### config.mk
export PLATFORM = sky130hd
export DESIGN_NAME = liu_direct_control_decoder
export DESIGN_NICKNAME = d
export VERILOG_FILES = /design/src/common/liu_pkg.sv /design/src/liu_direct_control_decoder.sv /design/src/cfg_sync.sv
export VERILOG_INCLUDE_DIRS = /design/src /design/src/common
export SDC_FILE = /design/constraint.sdc
export NUM_CORES = 1
export LEC_CHECK = 0
export ABC_CLOCK_PERIOD_IN_PS = 3350
export BUFFER_PORTS_ARGS = -buffer_cell sky130_fd_sc_hd__buf_2
export CAP_MARGIN = 20
export CORE_ASPECT_RATIO = 1.1
export CORE_UTILIZATION = 58
export DETAILED_ROUTE_END_ITERATION = 8
export PLACE_DENSITY = 0.89
export SYNTH_ARGS = -nofsm -noshare
export SYNTH_HDL_FRONTEND = slang
export SYNTH_SLANG_ARGS = --single-unit
### constraint.sdc
create_clock -name pclk -period 3.35 [get_ports pclk]
set_input_delay 0.5025 -clock pclk [delete_from_list [all_inputs] [get_ports pclk]]
set_output_delay 0.5025 -clock pclk [all_outputs]
set_load 0.01 [all_outputs]
### src/common/liu_map.svh
// constant map for the direct-control line interface decoder: offsets, counts, timings
// assumes a 100 MHz pclk that doubles as the free-running reference clock
`ifndef LIU_MAP_SVH
`define LIU_MAP_SVH

`define LIU_NCH 4
`define LIU_SYNC_BITS 56
`define LIU_CLK_PERIOD_NS 10
// analog loss window with the slow timer, in ns
`define LIU_ANALOG_SIGNAL_LOSS_MIN_NS 1000000
`define LIU_ANALOG_SIGNAL_LOSS_MAX_NS 2600000
`define LIU_ANALOG_SIGNAL_LOSS_MS_CYCLES ((`LIU_ANALOG_SIGNAL_LOSS_MIN_NS + `LIU_CLK_PERIOD_NS - 1) / `LIU_CLK_PERIOD_NS)
// analog loss window with the fast timer, in bit symbol periods
`define LIU_ANALOG_SIGNAL_LOSS_SYM_MIN 10
`define LIU_ANALOG_SIGNAL_LOSS_SYM_MAX 255
// consecutive zeros that declare digital loss
`define LIU_DIGITAL_SIGNAL_LOSS_DS1_ZEROS 100
`define LIU_DIGITAL_SIGNAL_LOSS_CEPT_ZEROS 255
// reference clock cycles per bit symbol
`define LIU_SYM_DIV 48
// equalizer codes at or above this value select CEPT operation
`define LIU_EQ_CEPT_MIN 3'h4
// apb register byte offsets and fields
`define LIU_REG_CTRL 8'h00
`define LIU_REG_STATUS 8'h04
`define LIU_CTRL_SOFT_RST 0

`endif

### src/common/liu_pkg.sv
// types shared by the direct-control line interface decoder
// assumes the constant map in liu_map.svh for all figures
package liu_pkg;

  // receiver behaviour while a loss of signal is present
  typedef enum logic [1:0] {SHUT_NONE, SHUT_SQUELCH, SHUT_AIS} shutdown_mode_e;

  // source of the transmit line symbols
  typedef enum logic [1:0] {TX_SRC_DATA, TX_SRC_LOOP, TX_SRC_AIS} tx_src_e;

  typedef logic [2:0] eq_code_t;

endpackage

### src/liu_direct_control_decoder.sv
// direct-control decoder for a quad line interface: pins to modes, alarms and line symbols
// assumes pclk is the free-running reference clock; pins are asynchronous to it
//
// The register offsets and register access over APB were left to the implementer.
`timescale 1ns/1ns
`include "liu_map.svh"
module liu_direct_control_decoder import liu_pkg::*; #(
  parameter int NCH = `LIU_NCH,
  parameter int SYM_DIV = `LIU_SYM_DIV,
  parameter int LOS_MS_CYCLES = `LIU_ANALOG_SIGNAL_LOSS_MS_CYCLES
) (
  input wire logic pclk,
  input wire logic presetn,
  input wire logic [7:0] paddr,
  input wire logic psel,
  input wire logic penable,
  input wire logic pwrite,
  input wire logic [31:0] pwdata,
  output logic [31:0] prdata,
  output logic pready,
  output logic pslverr,
  input wire logic [NCH-1:0] eq_select_a,
  input wire logic [NCH-1:0] eq_select_b,
  input wire logic [NCH-1:0] eq_select_c,
  input wire logic [NCH-1:0] tx_alarm_insert,
  input wire logic [NCH-1:0] remote_loop_n,
  input wire logic [NCH-1:0] channel_powerdown,
  input wire logic [NCH-1:0] tx_pos_rail,
  input wire logic [NCH-1:0] tx_neg_rail,
  input wire logic [NCH-1:0] rx_line_pos,
  input wire logic [NCH-1:0] rx_line_neg,
  input wire logic [NCH-1:0] rx_signal_present,
  input wire logic rx_alarm_select,
  input wire logic loss_shutdown_control,
  input wire logic loss_timer_select,
  input wire logic tx_attenuator_select,
  input wire logic rx_attenuator_select,
  input wire logic chip_mode_select,
  input wire logic attenuator_bandwidth_select,
  input wire logic polarity_select,
  input wire logic retime_edge_select,
  input wire logic rail_mode_select,
  input wire logic hw_reset_n,
  input wire logic output_disable_n,
  output logic [NCH-1:0] line_tx_pos,
  output logic [NCH-1:0] line_tx_neg,
  output logic [NCH-1:0] rx_pos_rail,
  output logic [NCH-1:0] rx_neg_rail,
  output logic [NCH-1:0] analog_signal_loss_n,
  output logic [NCH-1:0] digital_signal_loss_n,
  output logic [NCH-1:0] channel_standby,
  output logic [NCH-1:0] cept_mode,
  output logic [3*NCH-1:0] eq_setting,
  output logic [NCH-1:0] zero_sub_enable,
  output logic [NCH-1:0] ja_low_bw,
  output logic ja_tx_enable,
  output logic ja_rx_enable,
  output logic micro_mode,
  output logic rx_retime_rising,
  output logic dual_rail_mode,
  output logic out_enable_n
);

  localparam int SYM_W = $clog2(SYM_DIV);
  localparam int LOS_W = $clog2(LOS_MS_CYCLES + 1);
  localparam int SYNC_W = 11 * NCH + 12;

  // every pin crosses two flops before any decode sees it
  logic [SYNC_W-1:0] sync_bus;
  logic [NCH-1:0] s_eqa, s_eqb, s_eqc, s_ais, s_rloop_n, s_pwr;
  logic [NCH-1:0] s_txp, s_txn, s_rxp, s_rxn, s_sigp;
  logic s_rxais, s_loss_shutdown_control, s_timer, s_jat, s_jar, s_chip_mode_select, s_bw, s_pol, s_edge, s_rail;
  logic s_hw_rst_n, s_oe_n;

  cfg_sync #(.WIDTH(SYNC_W)) u_sync (
    .pclk(pclk),
    .presetn(presetn),
    .async_in({eq_select_a, eq_select_b, eq_select_c, tx_alarm_insert, remote_loop_n,
      channel_powerdown, tx_pos_rail, tx_neg_rail, rx_line_pos, rx_line_neg,
      rx_signal_present, rx_alarm_select, loss_shutdown_control, loss_timer_select,
      tx_attenuator_select, rx_attenuator_select, chip_mode_select,
      attenuator_bandwidth_select, polarity_select, retime_edge_select, rail_mode_select,
      hw_reset_n, output_disable_n}),
    .sync_out(sync_bus)
  );

  assign {s_eqa, s_eqb, s_eqc, s_ais, s_rloop_n, s_pwr, s_txp, s_txn, s_rxp, s_rxn, s_sigp,
    s_rxais, s_loss_shutdown_control, s_timer, s_jat, s_jar, s_chip_mode_select, s_bw, s_pol, s_edge, s_rail,
    s_hw_rst_n, s_oe_n} = sync_bus;

  // apb slave, chip-wide mode state and per-channel mode state
  logic [31:0] prdata_reg, prdata_next;
  logic pready_reg, pready_next, pslverr_reg, pslverr_next;
  logic soft_rst_reg, soft_rst_next;
  logic [SYM_W-1:0] sym_cnt_reg, sym_cnt_next;
  logic sym_tick_reg, sym_tick_next;
  logic [3*NCH-1:0] eq_reg, eq_next;
  logic [NCH-1:0] cept_reg, cept_next, bw_reg, bw_next, zsub_reg, zsub_next;
  logic [NCH-1:0] standby_reg, standby_next;
  logic ja_tx_reg, ja_tx_next, ja_rx_reg, ja_rx_next, micro_reg, micro_next;
  logic edge_reg, edge_next, dual_reg, dual_next, oe_n_reg, oe_n_next;
  logic setup, access, mapped, run;
  shutdown_mode_e shut_mode;

  // datapath runs only while neither the pin nor the soft reset holds it
  assign run = s_hw_rst_n & ~soft_rst_reg;

  always_comb begin
    setup = psel & ~penable;
    access = psel & penable & pready_reg;
    mapped = (paddr == `LIU_REG_CTRL) || (paddr == `LIU_REG_STATUS);
    // data and error are taken at setup so they stand through the access phase
    pready_next = setup;
    pslverr_next = setup & ~mapped;
    prdata_next = prdata_reg;
    if (setup) begin
      prdata_next = 32'h0;
      if (!pwrite && paddr == `LIU_REG_CTRL) begin
        prdata_next[`LIU_CTRL_SOFT_RST] = soft_rst_reg;
      end else if (!pwrite && paddr == `LIU_REG_STATUS) begin
        prdata_next = {12'h000, dual_reg, micro_reg, ja_rx_reg, ja_tx_reg, cept_reg,
          standby_reg, digital_signal_loss_n, analog_signal_loss_n};
      end
    end
    soft_rst_next = soft_rst_reg;
    if (access && pwrite && !pslverr_reg && paddr == `LIU_REG_CTRL) begin
      soft_rst_next = pwdata[`LIU_CTRL_SOFT_RST];
    end
    // symbol strobe from the reference clock
    sym_tick_next = (sym_cnt_reg == SYM_W'(SYM_DIV - 1));
    sym_cnt_next = sym_tick_next ? '0 : sym_cnt_reg + 1'b1;
    for (int i = 0; i < NCH; i++) begin
      eq_next[3*i +: 3] = {s_eqc[i], s_eqb[i], s_eqa[i]};
      cept_next[i] = ({s_eqc[i], s_eqb[i], s_eqa[i]} >= `LIU_EQ_CEPT_MIN);
    end
    bw_next = {NCH{s_bw}} & cept_next;
    zsub_next = {NCH{~s_rail}} & s_txn;
    standby_next = s_pwr;
    ja_tx_next = s_jat & ~s_jar;
    ja_rx_next = s_jar & ~s_jat;
    micro_next = s_chip_mode_select;
    edge_next = s_edge;
    dual_next = s_rail;
    oe_n_next = ~s_oe_n;
    // alarm select dominates; shutdown control alone only squelches
    if (s_rxais) begin
      shut_mode = SHUT_AIS;
    end else if (s_loss_shutdown_control) begin
      shut_mode = SHUT_SQUELCH;
    end else begin
      shut_mode = SHUT_NONE;
    end
  end

  always_ff @(posedge pclk or negedge presetn) begin
    if (!presetn) begin
      prdata_reg <= 32'h0;
      pready_reg <= 1'b0;
      pslverr_reg <= 1'b0;
      soft_rst_reg <= 1'b0;
      sym_cnt_reg <= '0;
      sym_tick_reg <= 1'b0;
      eq_reg <= '0;
      cept_reg <= '0;
      bw_reg <= '0;
      zsub_reg <= '0;
      standby_reg <= '0;
      ja_tx_reg <= 1'b0;
      ja_rx_reg <= 1'b0;
      micro_reg <= 1'b0;
      edge_reg <= 1'b0;
      dual_reg <= 1'b0;
      oe_n_reg <= 1'b1;
    end else begin
      prdata_reg <= prdata_next;
      pready_reg <= pready_next;
      pslverr_reg <= pslverr_next;
      soft_rst_reg <= soft_rst_next;
      sym_cnt_reg <= sym_cnt_next;
      sym_tick_reg <= sym_tick_next;
      eq_reg <= eq_next;
      cept_reg <= cept_next;
      bw_reg <= bw_next;
      zsub_reg <= zsub_next;
      standby_reg <= standby_next;
      ja_tx_reg <= ja_tx_next;
      ja_rx_reg <= ja_rx_next;
      micro_reg <= micro_next;
      edge_reg <= edge_next;
      dual_reg <= dual_next;
      oe_n_reg <= oe_n_next;
    end
  end

  assign prdata = prdata_reg;
  assign pready = pready_reg;
  assign pslverr = pslverr_reg;
  assign eq_setting = eq_reg;
  assign cept_mode = cept_reg;
  assign ja_low_bw = bw_reg;
  assign zero_sub_enable = zsub_reg;
  assign channel_standby = standby_reg;
  assign ja_tx_enable = ja_tx_reg;
  assign ja_rx_enable = ja_rx_reg;
  assign micro_mode = micro_reg;
  assign rx_retime_rising = edge_reg;
  assign dual_rail_mode = dual_reg;
  assign out_enable_n = oe_n_reg;

  // per-channel loss detection and line symbol generation
  for (genvar ch = 0; ch < NCH; ch++) begin : g_ch
    logic [LOS_W-1:0] los_cnt_reg, los_cnt_next, los_limit;
    logic [7:0] zero_cnt_reg, zero_cnt_next, zero_limit;
    logic analog_signal_loss_n_reg, analog_signal_loss_n_next, digital_signal_loss_n_reg, digital_signal_loss_n_next;
    logic ami_neg_reg, ami_neg_next, last_neg_reg, last_neg_next, seen_reg, seen_next;
    logic txp_reg, txp_next, txn_reg, txn_next, rxo_p_reg, rxo_p_next, rxo_n_reg, rxo_n_next;
    logic los_step, mark, bipolar_violation_flag, loss, rd_p, rd_n, td_p, td_n, tx_mark;
    tx_src_e tx_src;

    always_comb begin
      los_cnt_next = los_cnt_reg;
      zero_cnt_next = zero_cnt_reg;
      analog_signal_loss_n_next = analog_signal_loss_n_reg;
      digital_signal_loss_n_next = digital_signal_loss_n_reg;
      ami_neg_next = ami_neg_reg;
      last_neg_next = last_neg_reg;
      seen_next = seen_reg;
      txp_next = txp_reg;
      txn_next = txn_reg;
      rxo_p_next = rxo_p_reg;
      rxo_n_next = rxo_n_reg;
      // one extra strobe covers the partial first symbol period
      los_limit = s_timer ? LOS_W'(`LIU_ANALOG_SIGNAL_LOSS_SYM_MIN + 1) : LOS_W'(LOS_MS_CYCLES);
      los_step = s_timer ? sym_tick_reg : 1'b1;
      zero_limit = cept_reg[ch] ? 8'(`LIU_DIGITAL_SIGNAL_LOSS_CEPT_ZEROS) : 8'(`LIU_DIGITAL_SIGNAL_LOSS_DS1_ZEROS);
      mark = s_rxp[ch] | s_rxn[ch];
      bipolar_violation_flag = mark & seen_reg & (s_rxn[ch] == last_neg_reg);
      loss = ~analog_signal_loss_n_reg | ~digital_signal_loss_n_reg;
      // alarm insertion is checked before loopback on purpose
      if (s_ais[ch]) begin
        tx_src = TX_SRC_AIS;
      end else if (!s_rloop_n[ch]) begin
        tx_src = TX_SRC_LOOP;
      end else begin
        tx_src = TX_SRC_DATA;
      end
      td_p = s_txp[ch] ^ ~s_pol;
      td_n = s_txn[ch] ^ ~s_pol;
      tx_mark = (tx_src == TX_SRC_AIS) | td_p;
      rd_p = s_rail ? s_rxp[ch] : mark;
      rd_n = s_rail ? s_rxn[ch] : bipolar_violation_flag;
      if (loss && shut_mode == SHUT_SQUELCH) begin
        rd_p = 1'b0;
        rd_n = 1'b0;
      end else if (loss && shut_mode == SHUT_AIS) begin
        rd_p = 1'b1;
        rd_n = 1'b0;
      end
      if (!run || standby_reg[ch]) begin
        // held state also stops all line activity, which is the low-power standby
        los_cnt_next = '0;
        zero_cnt_next = '0;
        analog_signal_loss_n_next = 1'b1;
        digital_signal_loss_n_next = 1'b1;
        ami_neg_next = 1'b0;
        seen_next = 1'b0;
        txp_next = 1'b0;
        txn_next = 1'b0;
        rxo_p_next = 1'b0;
        rxo_n_next = 1'b0;
      end else begin
        if (s_sigp[ch]) begin
          los_cnt_next = '0;
          analog_signal_loss_n_next = 1'b1;
        end else if (los_step && los_cnt_reg >= los_limit - 1'b1) begin
          analog_signal_loss_n_next = 1'b0;
        end else if (los_step) begin
          los_cnt_next = los_cnt_reg + 1'b1;
        end
        if (sym_tick_reg) begin
          if (mark) begin
            zero_cnt_next = '0;
            digital_signal_loss_n_next = 1'b1;
            last_neg_next = s_rxn[ch];
            seen_next = 1'b1;
          end else if (zero_cnt_reg >= zero_limit - 1'b1) begin
            digital_signal_loss_n_next = 1'b0;
          end else begin
            zero_cnt_next = zero_cnt_reg + 1'b1;
          end
          rxo_p_next = rd_p ^ ~s_pol;
          rxo_n_next = rd_n ^ ~s_pol;
          unique case (tx_src)
            TX_SRC_LOOP: begin
              txp_next = s_rxp[ch];
              txn_next = s_rxn[ch];
            end
            TX_SRC_DATA, TX_SRC_AIS: begin
              if (s_rail && tx_src == TX_SRC_DATA) begin
                txp_next = td_p;
                txn_next = td_n & ~td_p;
              end else begin
                // alternate mark inversion; all ones when alarm is inserted
                txp_next = tx_mark & ~ami_neg_reg;
                txn_next = tx_mark & ami_neg_reg;
                ami_neg_next = ami_neg_reg ^ tx_mark;
              end
            end
          endcase
        end
      end
    end

    always_ff @(posedge pclk or negedge presetn) begin
      if (!presetn) begin
        los_cnt_reg <= '0;
        zero_cnt_reg <= '0;
        analog_signal_loss_n_reg <= 1'b1;
        digital_signal_loss_n_reg <= 1'b1;
        ami_neg_reg <= 1'b0;
        last_neg_reg <= 1'b0;
        seen_reg <= 1'b0;
        txp_reg <= 1'b0;
        txn_reg <= 1'b0;
        rxo_p_reg <= 1'b0;
        rxo_n_reg <= 1'b0;
      end else begin
        los_cnt_reg <= los_cnt_next;
        zero_cnt_reg <= zero_cnt_next;
        analog_signal_loss_n_reg <= analog_signal_loss_n_next;
        digital_signal_loss_n_reg <= digital_signal_loss_n_next;
        ami_neg_reg <= ami_neg_next;
        last_neg_reg <= last_neg_next;
        seen_reg <= seen_next;
        txp_reg <= txp_next;
        txn_reg <= txn_next;
        rxo_p_reg <= rxo_p_next;
        rxo_n_reg <= rxo_n_next;
      end
    end

    assign line_tx_pos[ch] = txp_reg;
    assign line_tx_neg[ch] = txn_reg;
    assign rx_pos_rail[ch] = rxo_p_reg;
    assign rx_neg_rail[ch] = rxo_n_reg;
    assign analog_signal_loss_n[ch] = analog_signal_loss_n_reg;
    assign digital_signal_loss_n[ch] = digital_signal_loss_n_reg;

  end
endmodule // liu_direct_control_decoder

### src/cfg_sync.sv
// two-flop synchroniser for the static configuration and line pins
// assumes every bit is a slow level; no bus coherence between bits is promised
`timescale 1ns/1ns
module cfg_sync #(
  parameter int WIDTH = 1
) (
  input wire logic pclk,
  input wire logic presetn,
  input wire logic [WIDTH-1:0] async_in,
  output logic [WIDTH-1:0] sync_out
);

  logic [WIDTH-1:0] stage1_reg;
  logic [WIDTH-1:0] stage2_reg;
  logic [WIDTH-1:0] stage1_next;
  logic [WIDTH-1:0] stage2_next;

  // first stage feeds only the second stage
  always_comb begin
    stage1_next = async_in;
    stage2_next = stage1_reg;
  end

  always_ff @(posedge pclk or negedge presetn) begin
    if (!presetn) begin
      stage1_reg <= '0;
      stage2_reg <= '0;
    end else begin
      stage1_reg <= stage1_next;
      stage2_reg <= stage2_next;
    end
  end

  assign sync_out = stage2_reg;

endmodule // cfg_sync

# After elaboration in Yosys (flattened, before gate mapping)
# Index checks and enable logic that the tools add are counted.
# word_totals
reg_bits	324
# op_classes
bitwise_logic	89
eq_ne	28
n_reduce_logical	86
n_addsub	14
n_lt_le_gt_ge	12
muxes	180
# op_table
operator	count
$mux 17	17
$mux 8	20
$mux 1	127
$add 17x1->17 const B	4
$ge 17x17->1	4
$reduce_bool 3->1	12
$add 8x1->8 const B	4
$ge 8x8->1	4
$reduce_and 2->1	16
$sub 8x1->8 const B	4
$mux 31	1
$not 1->1	28
$and 1x1->1	27
$reduce_and 3->1	8
$reduce_bool 2->1	12
$logic_and 1x1->1	21
$mux 20	1
$xor 1x1->1	20
$sub 17x1->17 const B	1
$pmux 1 s2	8
$ge 3x3->1 const B	4
$ne 3x2->1 const B	4
$ne 3x3->1 const B	4
$or 1x1->1	12
15 further kinds	46

# Longest topological paths before layout
# logic_depth
word_depth	9
ltp_mapped	10
mapped_depth_nobuf	8

# Cells and area by module
# A second synthesis with hierarchy kept.
# hier_totals
hier_cells	1267
area_unflattened_um2	14020.9
# by_module_without_submodules
module	n_inst	cells_each	area_per_inst_um2
liu_direct_control_decoder	1	1155	11218.3
cfg_sync	1	112	2802.7

# Worst setup path before layout
# No wires, ideal clock.
# synth_path
path_kind	register -> register
from	register u_sync.stage2_reg[9] (netlist: u_sync.sync_out[9])
to	register g_ch[3].los_cnt_reg[11]
synth_period_minus_slack_ns	3.052
arrival_time_ns	2.920
path_buffers	1
t_required_ns	3.218
setup_time_ns	0.132
path_slack_ns	0.298
stages_incl_launch_ff	10
cell_sequence	dfrtp_1 > inv_1 > ha_1 > and3_1 > a311o_1 > a2111o_1 > buf_2 > nor4b_4 > xnor2_1 > nor2_1
# synth_between
elab_chain_len	6
elab_cells_between_ends	8
# synth_rtl
element	line_no	source
from (decl)	cfg_sync.sv:14	logic [WIDTH-1:0] stage2_reg;
from (signal assigned)	cfg_sync.sv:30	stage2_reg <= stage2_next;
$mux 17	liu_direct_control_decoder.sv:233	los_limit = s_timer ? LOS_W'(`LIU_ANALOG_SIGNAL_LOSS_SYM_MIN + 1) : LOS_W'(LOS_MS_CYCLES);
$sub 17x1->17	liu_direct_control_decoder.sv:275	end else if (los_step && los_cnt_reg >= los_limit - 1'b1) begin
$ge 17x17->1	liu_direct_control_decoder.sv:275	
$logic_and 1x1->1	liu_direct_control_decoder.sv:275	
$ne 3x2->1 (no source line)	-	
$reduce_and 2->1 (no source line) *	-	
to (signal assigned)	liu_direct_control_decoder.sv:328	los_cnt_reg <= los_cnt_next;
to (decl)	liu_direct_control_decoder.sv:212	logic [LOS_W-1:0] los_cnt_reg, los_cnt_next, los_limit;
# Every way passes the cells marked *; elsewhere a longest branch is shown, timed or not.
# A chain may end at the register's enable or synchronous reset.

# Final worst setup path
# layout_path
from	register u_sync.stage2_reg[9] (netlist: u_sync.sync_out[9])
to	register g_ch[3].los_cnt_reg[9]
# The elaborated chain is that of the path after synthesis.

==> results.cfg <==
[logic_synthesis]
ys_seq_area_share_pct = 55.0
yosys.area.top_type_share_pct = 53.3
synth_edf_count = 0
ys_async_sr_fraction_pct = 100
synthCells = 1277
syn-cell-area_mm2 = 0.0142
ys_types = 74
synthTopCellsByArea = dfrtp_1 (53%), ha_1 (6.1%), nor2_1 (2.6%), a21oi_1 (2.1%), xnor2_1 (2.1%)
syn_area_per_cell_um2 = 11.1
synth-main-ff-cell = dfrtp_1
ys_ff_latch = 312
yosysWarnings = 0
yosys.area.top_type = dfrtp_1

[place]
gp_congestion = 0.875
io_buffers = 149
post-dp-hpwl_um = 21900

[worst_hold_path]
min_from = tx_attenuator_select
hold_path_depth = 1
hold-path-endpoint = u_sync.stage1_reg[8]$_DFF_PN0_
hold_path_class = input pin to register

[sta]
max_clock_freq_mhz = 335
hold_violations = 0
grt_setup_unrepaired = no
setup_viol = 0
drv_slew = 0
fin_crit_sh_pct = 89.2
fin_crit_ns = 2.99
skew_ns = 0.0139
tightestPinTransition_ns = 0.770
relSlewSlack_pct = 48.5
fin_setup_tns_ns = 0

[worst_setup_path]
regToRegSetupSlack_ns = 0.36
path_class = register to register
critPathLaunchType = register
cp_max_fo = 12
setup.worst_path.end_class = register
ff2ff_path_depth = 8
worst_ep_arrival_time_ns = 3.44
required_ns = 3.80
slowest_delay_ns = 0.61
r2r-start = u_sync.sync_out[9]$_DFF_PN0_
worst_r2r_endpoint = g_ch[3].los_cnt_reg[9]$_DFFE_PN0P_
critical_path.cell_chain = inv_1 > ha_1 > and3_1 > a311o_1 > a2111o_1 > nor3_2 > a31oi_1 > a41o_1
worst_path_max_delay_cell = a2111o_1

[cells_and_area]
mostFrequentLayoutCells = dfrtp_1 (302), buf_2 (148), nor2_1 (98)
num-nets-final = 1582
largest_register_ffs = 68
drive_above_1_share_pct = 19.1
final_util_pct = 68.1
syn_to_final_growth_pct = 14.2
n_antenna_cell = 0
final_common_cell = dfrtp_1

[clock_network]
hold_buffers = 1
cts_sinks = 312
cts_tree = done
cts_root_buf = clkbuf_16
clock_latency_ns = 0.57
cts_resized = 0
path_clk_slew_ns = 0.07
htree_levels = 1
clock_path_buffers = 3
cts_made_buffers = 31
cts_setup_buffers = 0

[routing]
first_iter_violations = 964
drc_errors = 0
first_pass_iters = 5
finalWirelength_um = 32900
wire_per_inst_um = 18.9
vias_per_cell = 6.22
vias = 10828
drtAntennaViolNets = 0

[die]
io_pins = 193
core_region_area_mm2 = 0.0238
die_height_um = 166
fp.dieW_um = 151
std_cell_rows = 59
die_area_mm2 = 0.0252
initial_utilization_pct = 59.7

[pwr]
peakVddDrop_uv = 618
pwr_density_cell_mw_per_mm2 = 490
leakage_uw = 0.00775

[global_routing]
grt_pass1_vias = 10936
grt_max_degree = 77
grt_pass1_wl_um = 54400
overflow = 0
grt_usage_pct = 27.1
antenna_found_initial = 0

[run]
max_cap_viol_count = 0

[run_status]
status = completed
[critical path: cells and delay by family, from the launching register on]
family                     cells  cell delay [ns]
adders and majority gates      1             0.31
and+or+nand+nor                2             0.57
AOI/OAI and AO/OA              4             1.37
buffers and inverters          1             0.17
DFF                            1             0.46
[report_power, final]
part / switching, µW / internal (µW) / total [µW]
sequential: 79.5 / 3880 / 3960
clock: 1490 / 2080 / 3580
combinational: 278 / 153 / 431
[worst max path at each step]
stage,from,to,slack [ns],depth (start not counted)
6_report,u_sync.sync_out[9]$_DFF_PN0_,g_ch[3].los_cnt_reg[9]$_DFFE_PN0P_,0.36,8
5_1_grt,u_sync.sync_out[9]$_DFF_PN0_,g_ch[3].los_cnt_reg[9]$_DFFE_PN0P_,0.20,8
4_1_cts,u_sync.sync_out[9]$_DFF_PN0_,g_ch[3].los_cnt_reg[9]$_DFFE_PN0P_,0.39,8
3_5_place_dp,u_sync.sync_out[9]$_DFF_PN0_,g_ch[3].los_cnt_reg[9]$_DFFE_PN0P_,0.41,8
3_3_place_gp,u_sync.sync_out[9]$_DFF_PN0_,g_ch[3].los_cnt_reg[9]$_DFFE_PN0P_,0.48,8
2_1_floorplan,u_sync.sync_out[9]$_DFF_PN0_,g_ch[3].los_cnt_reg[11]$_DFFE_PN0P_,0.30,9
[stage by stage]
step           instances  power [µW]  setup slack (ns)  area [µm²]  hold WS [ns]
4_1_cts             1742        8020             0.391       16200        0.0163
2_1_floorplan       1288        4230             0.298       14300         0.207
3_5_place_dp        1683        4450             0.411       15200         0.335
3_3_place_gp        1683        4410             0.485       15200         0.331
5_1_grt             1742        8250             0.203       16200        0.0144
6_report            1742        7970             0.362       16200        0.0334
[cell usage after synthesis, drive strengths merged, types with 13 or more instances]
library cell / count
ha: 69
buf: 47
a21o: 23
nor3: 29
a41o: 13
nand2b: 18
nor4: 26
nor2: 98
mux2i: 23
xnor2: 34
nand2: 76
a22o: 25
inv: 45
nand3: 48
o21ai: 45
nand4: 18
or3: 18
dfrtp: 303
a211o: 14
and3: 18
a31oi: 21
clkbuf: 35
a21oi: 60
[layer usage]
| layer | up-vias | share of wire, % | GRT usage (%) |
|---|---|---|---|
| li1 | 4909 | - | - |
| met1 | 5382 | 39 | 34.9 |
| met2 | 436 | 51 | 45.6 |
| met3 | 101 | 6.2 | 3.96 |
| met4 | 0 | 3.8 | 11.3 |
| met5 | - | 0 | 0 |
[cells by family after synthesis]
logic type	count (synthesis)	share of synthesized area [%]
flip-flops	312	55.0
AND/OR/NAND/NOR	418	16.1
other	1	0.0264
adder cells (fa/ha/maj)	69	6.07
multiplexers	27	1.93
buffers and inverters	127	4.34
AO/OA/AOI/OAI	285	14.2
XOR/XNOR	38	2.34
[cell type report]
type | count | area (µm²)
clock inverter | 15 | 186
clock buffer | 43 | 881
timing repair buffer | 173 | 963
multi-input combinational | 849 | 5840
tap | 305 | 382
sequential | 312 | 7820
fill | 1639 | 7600
inverter | 45 | 169
Power figures use the tool's default switching activity.
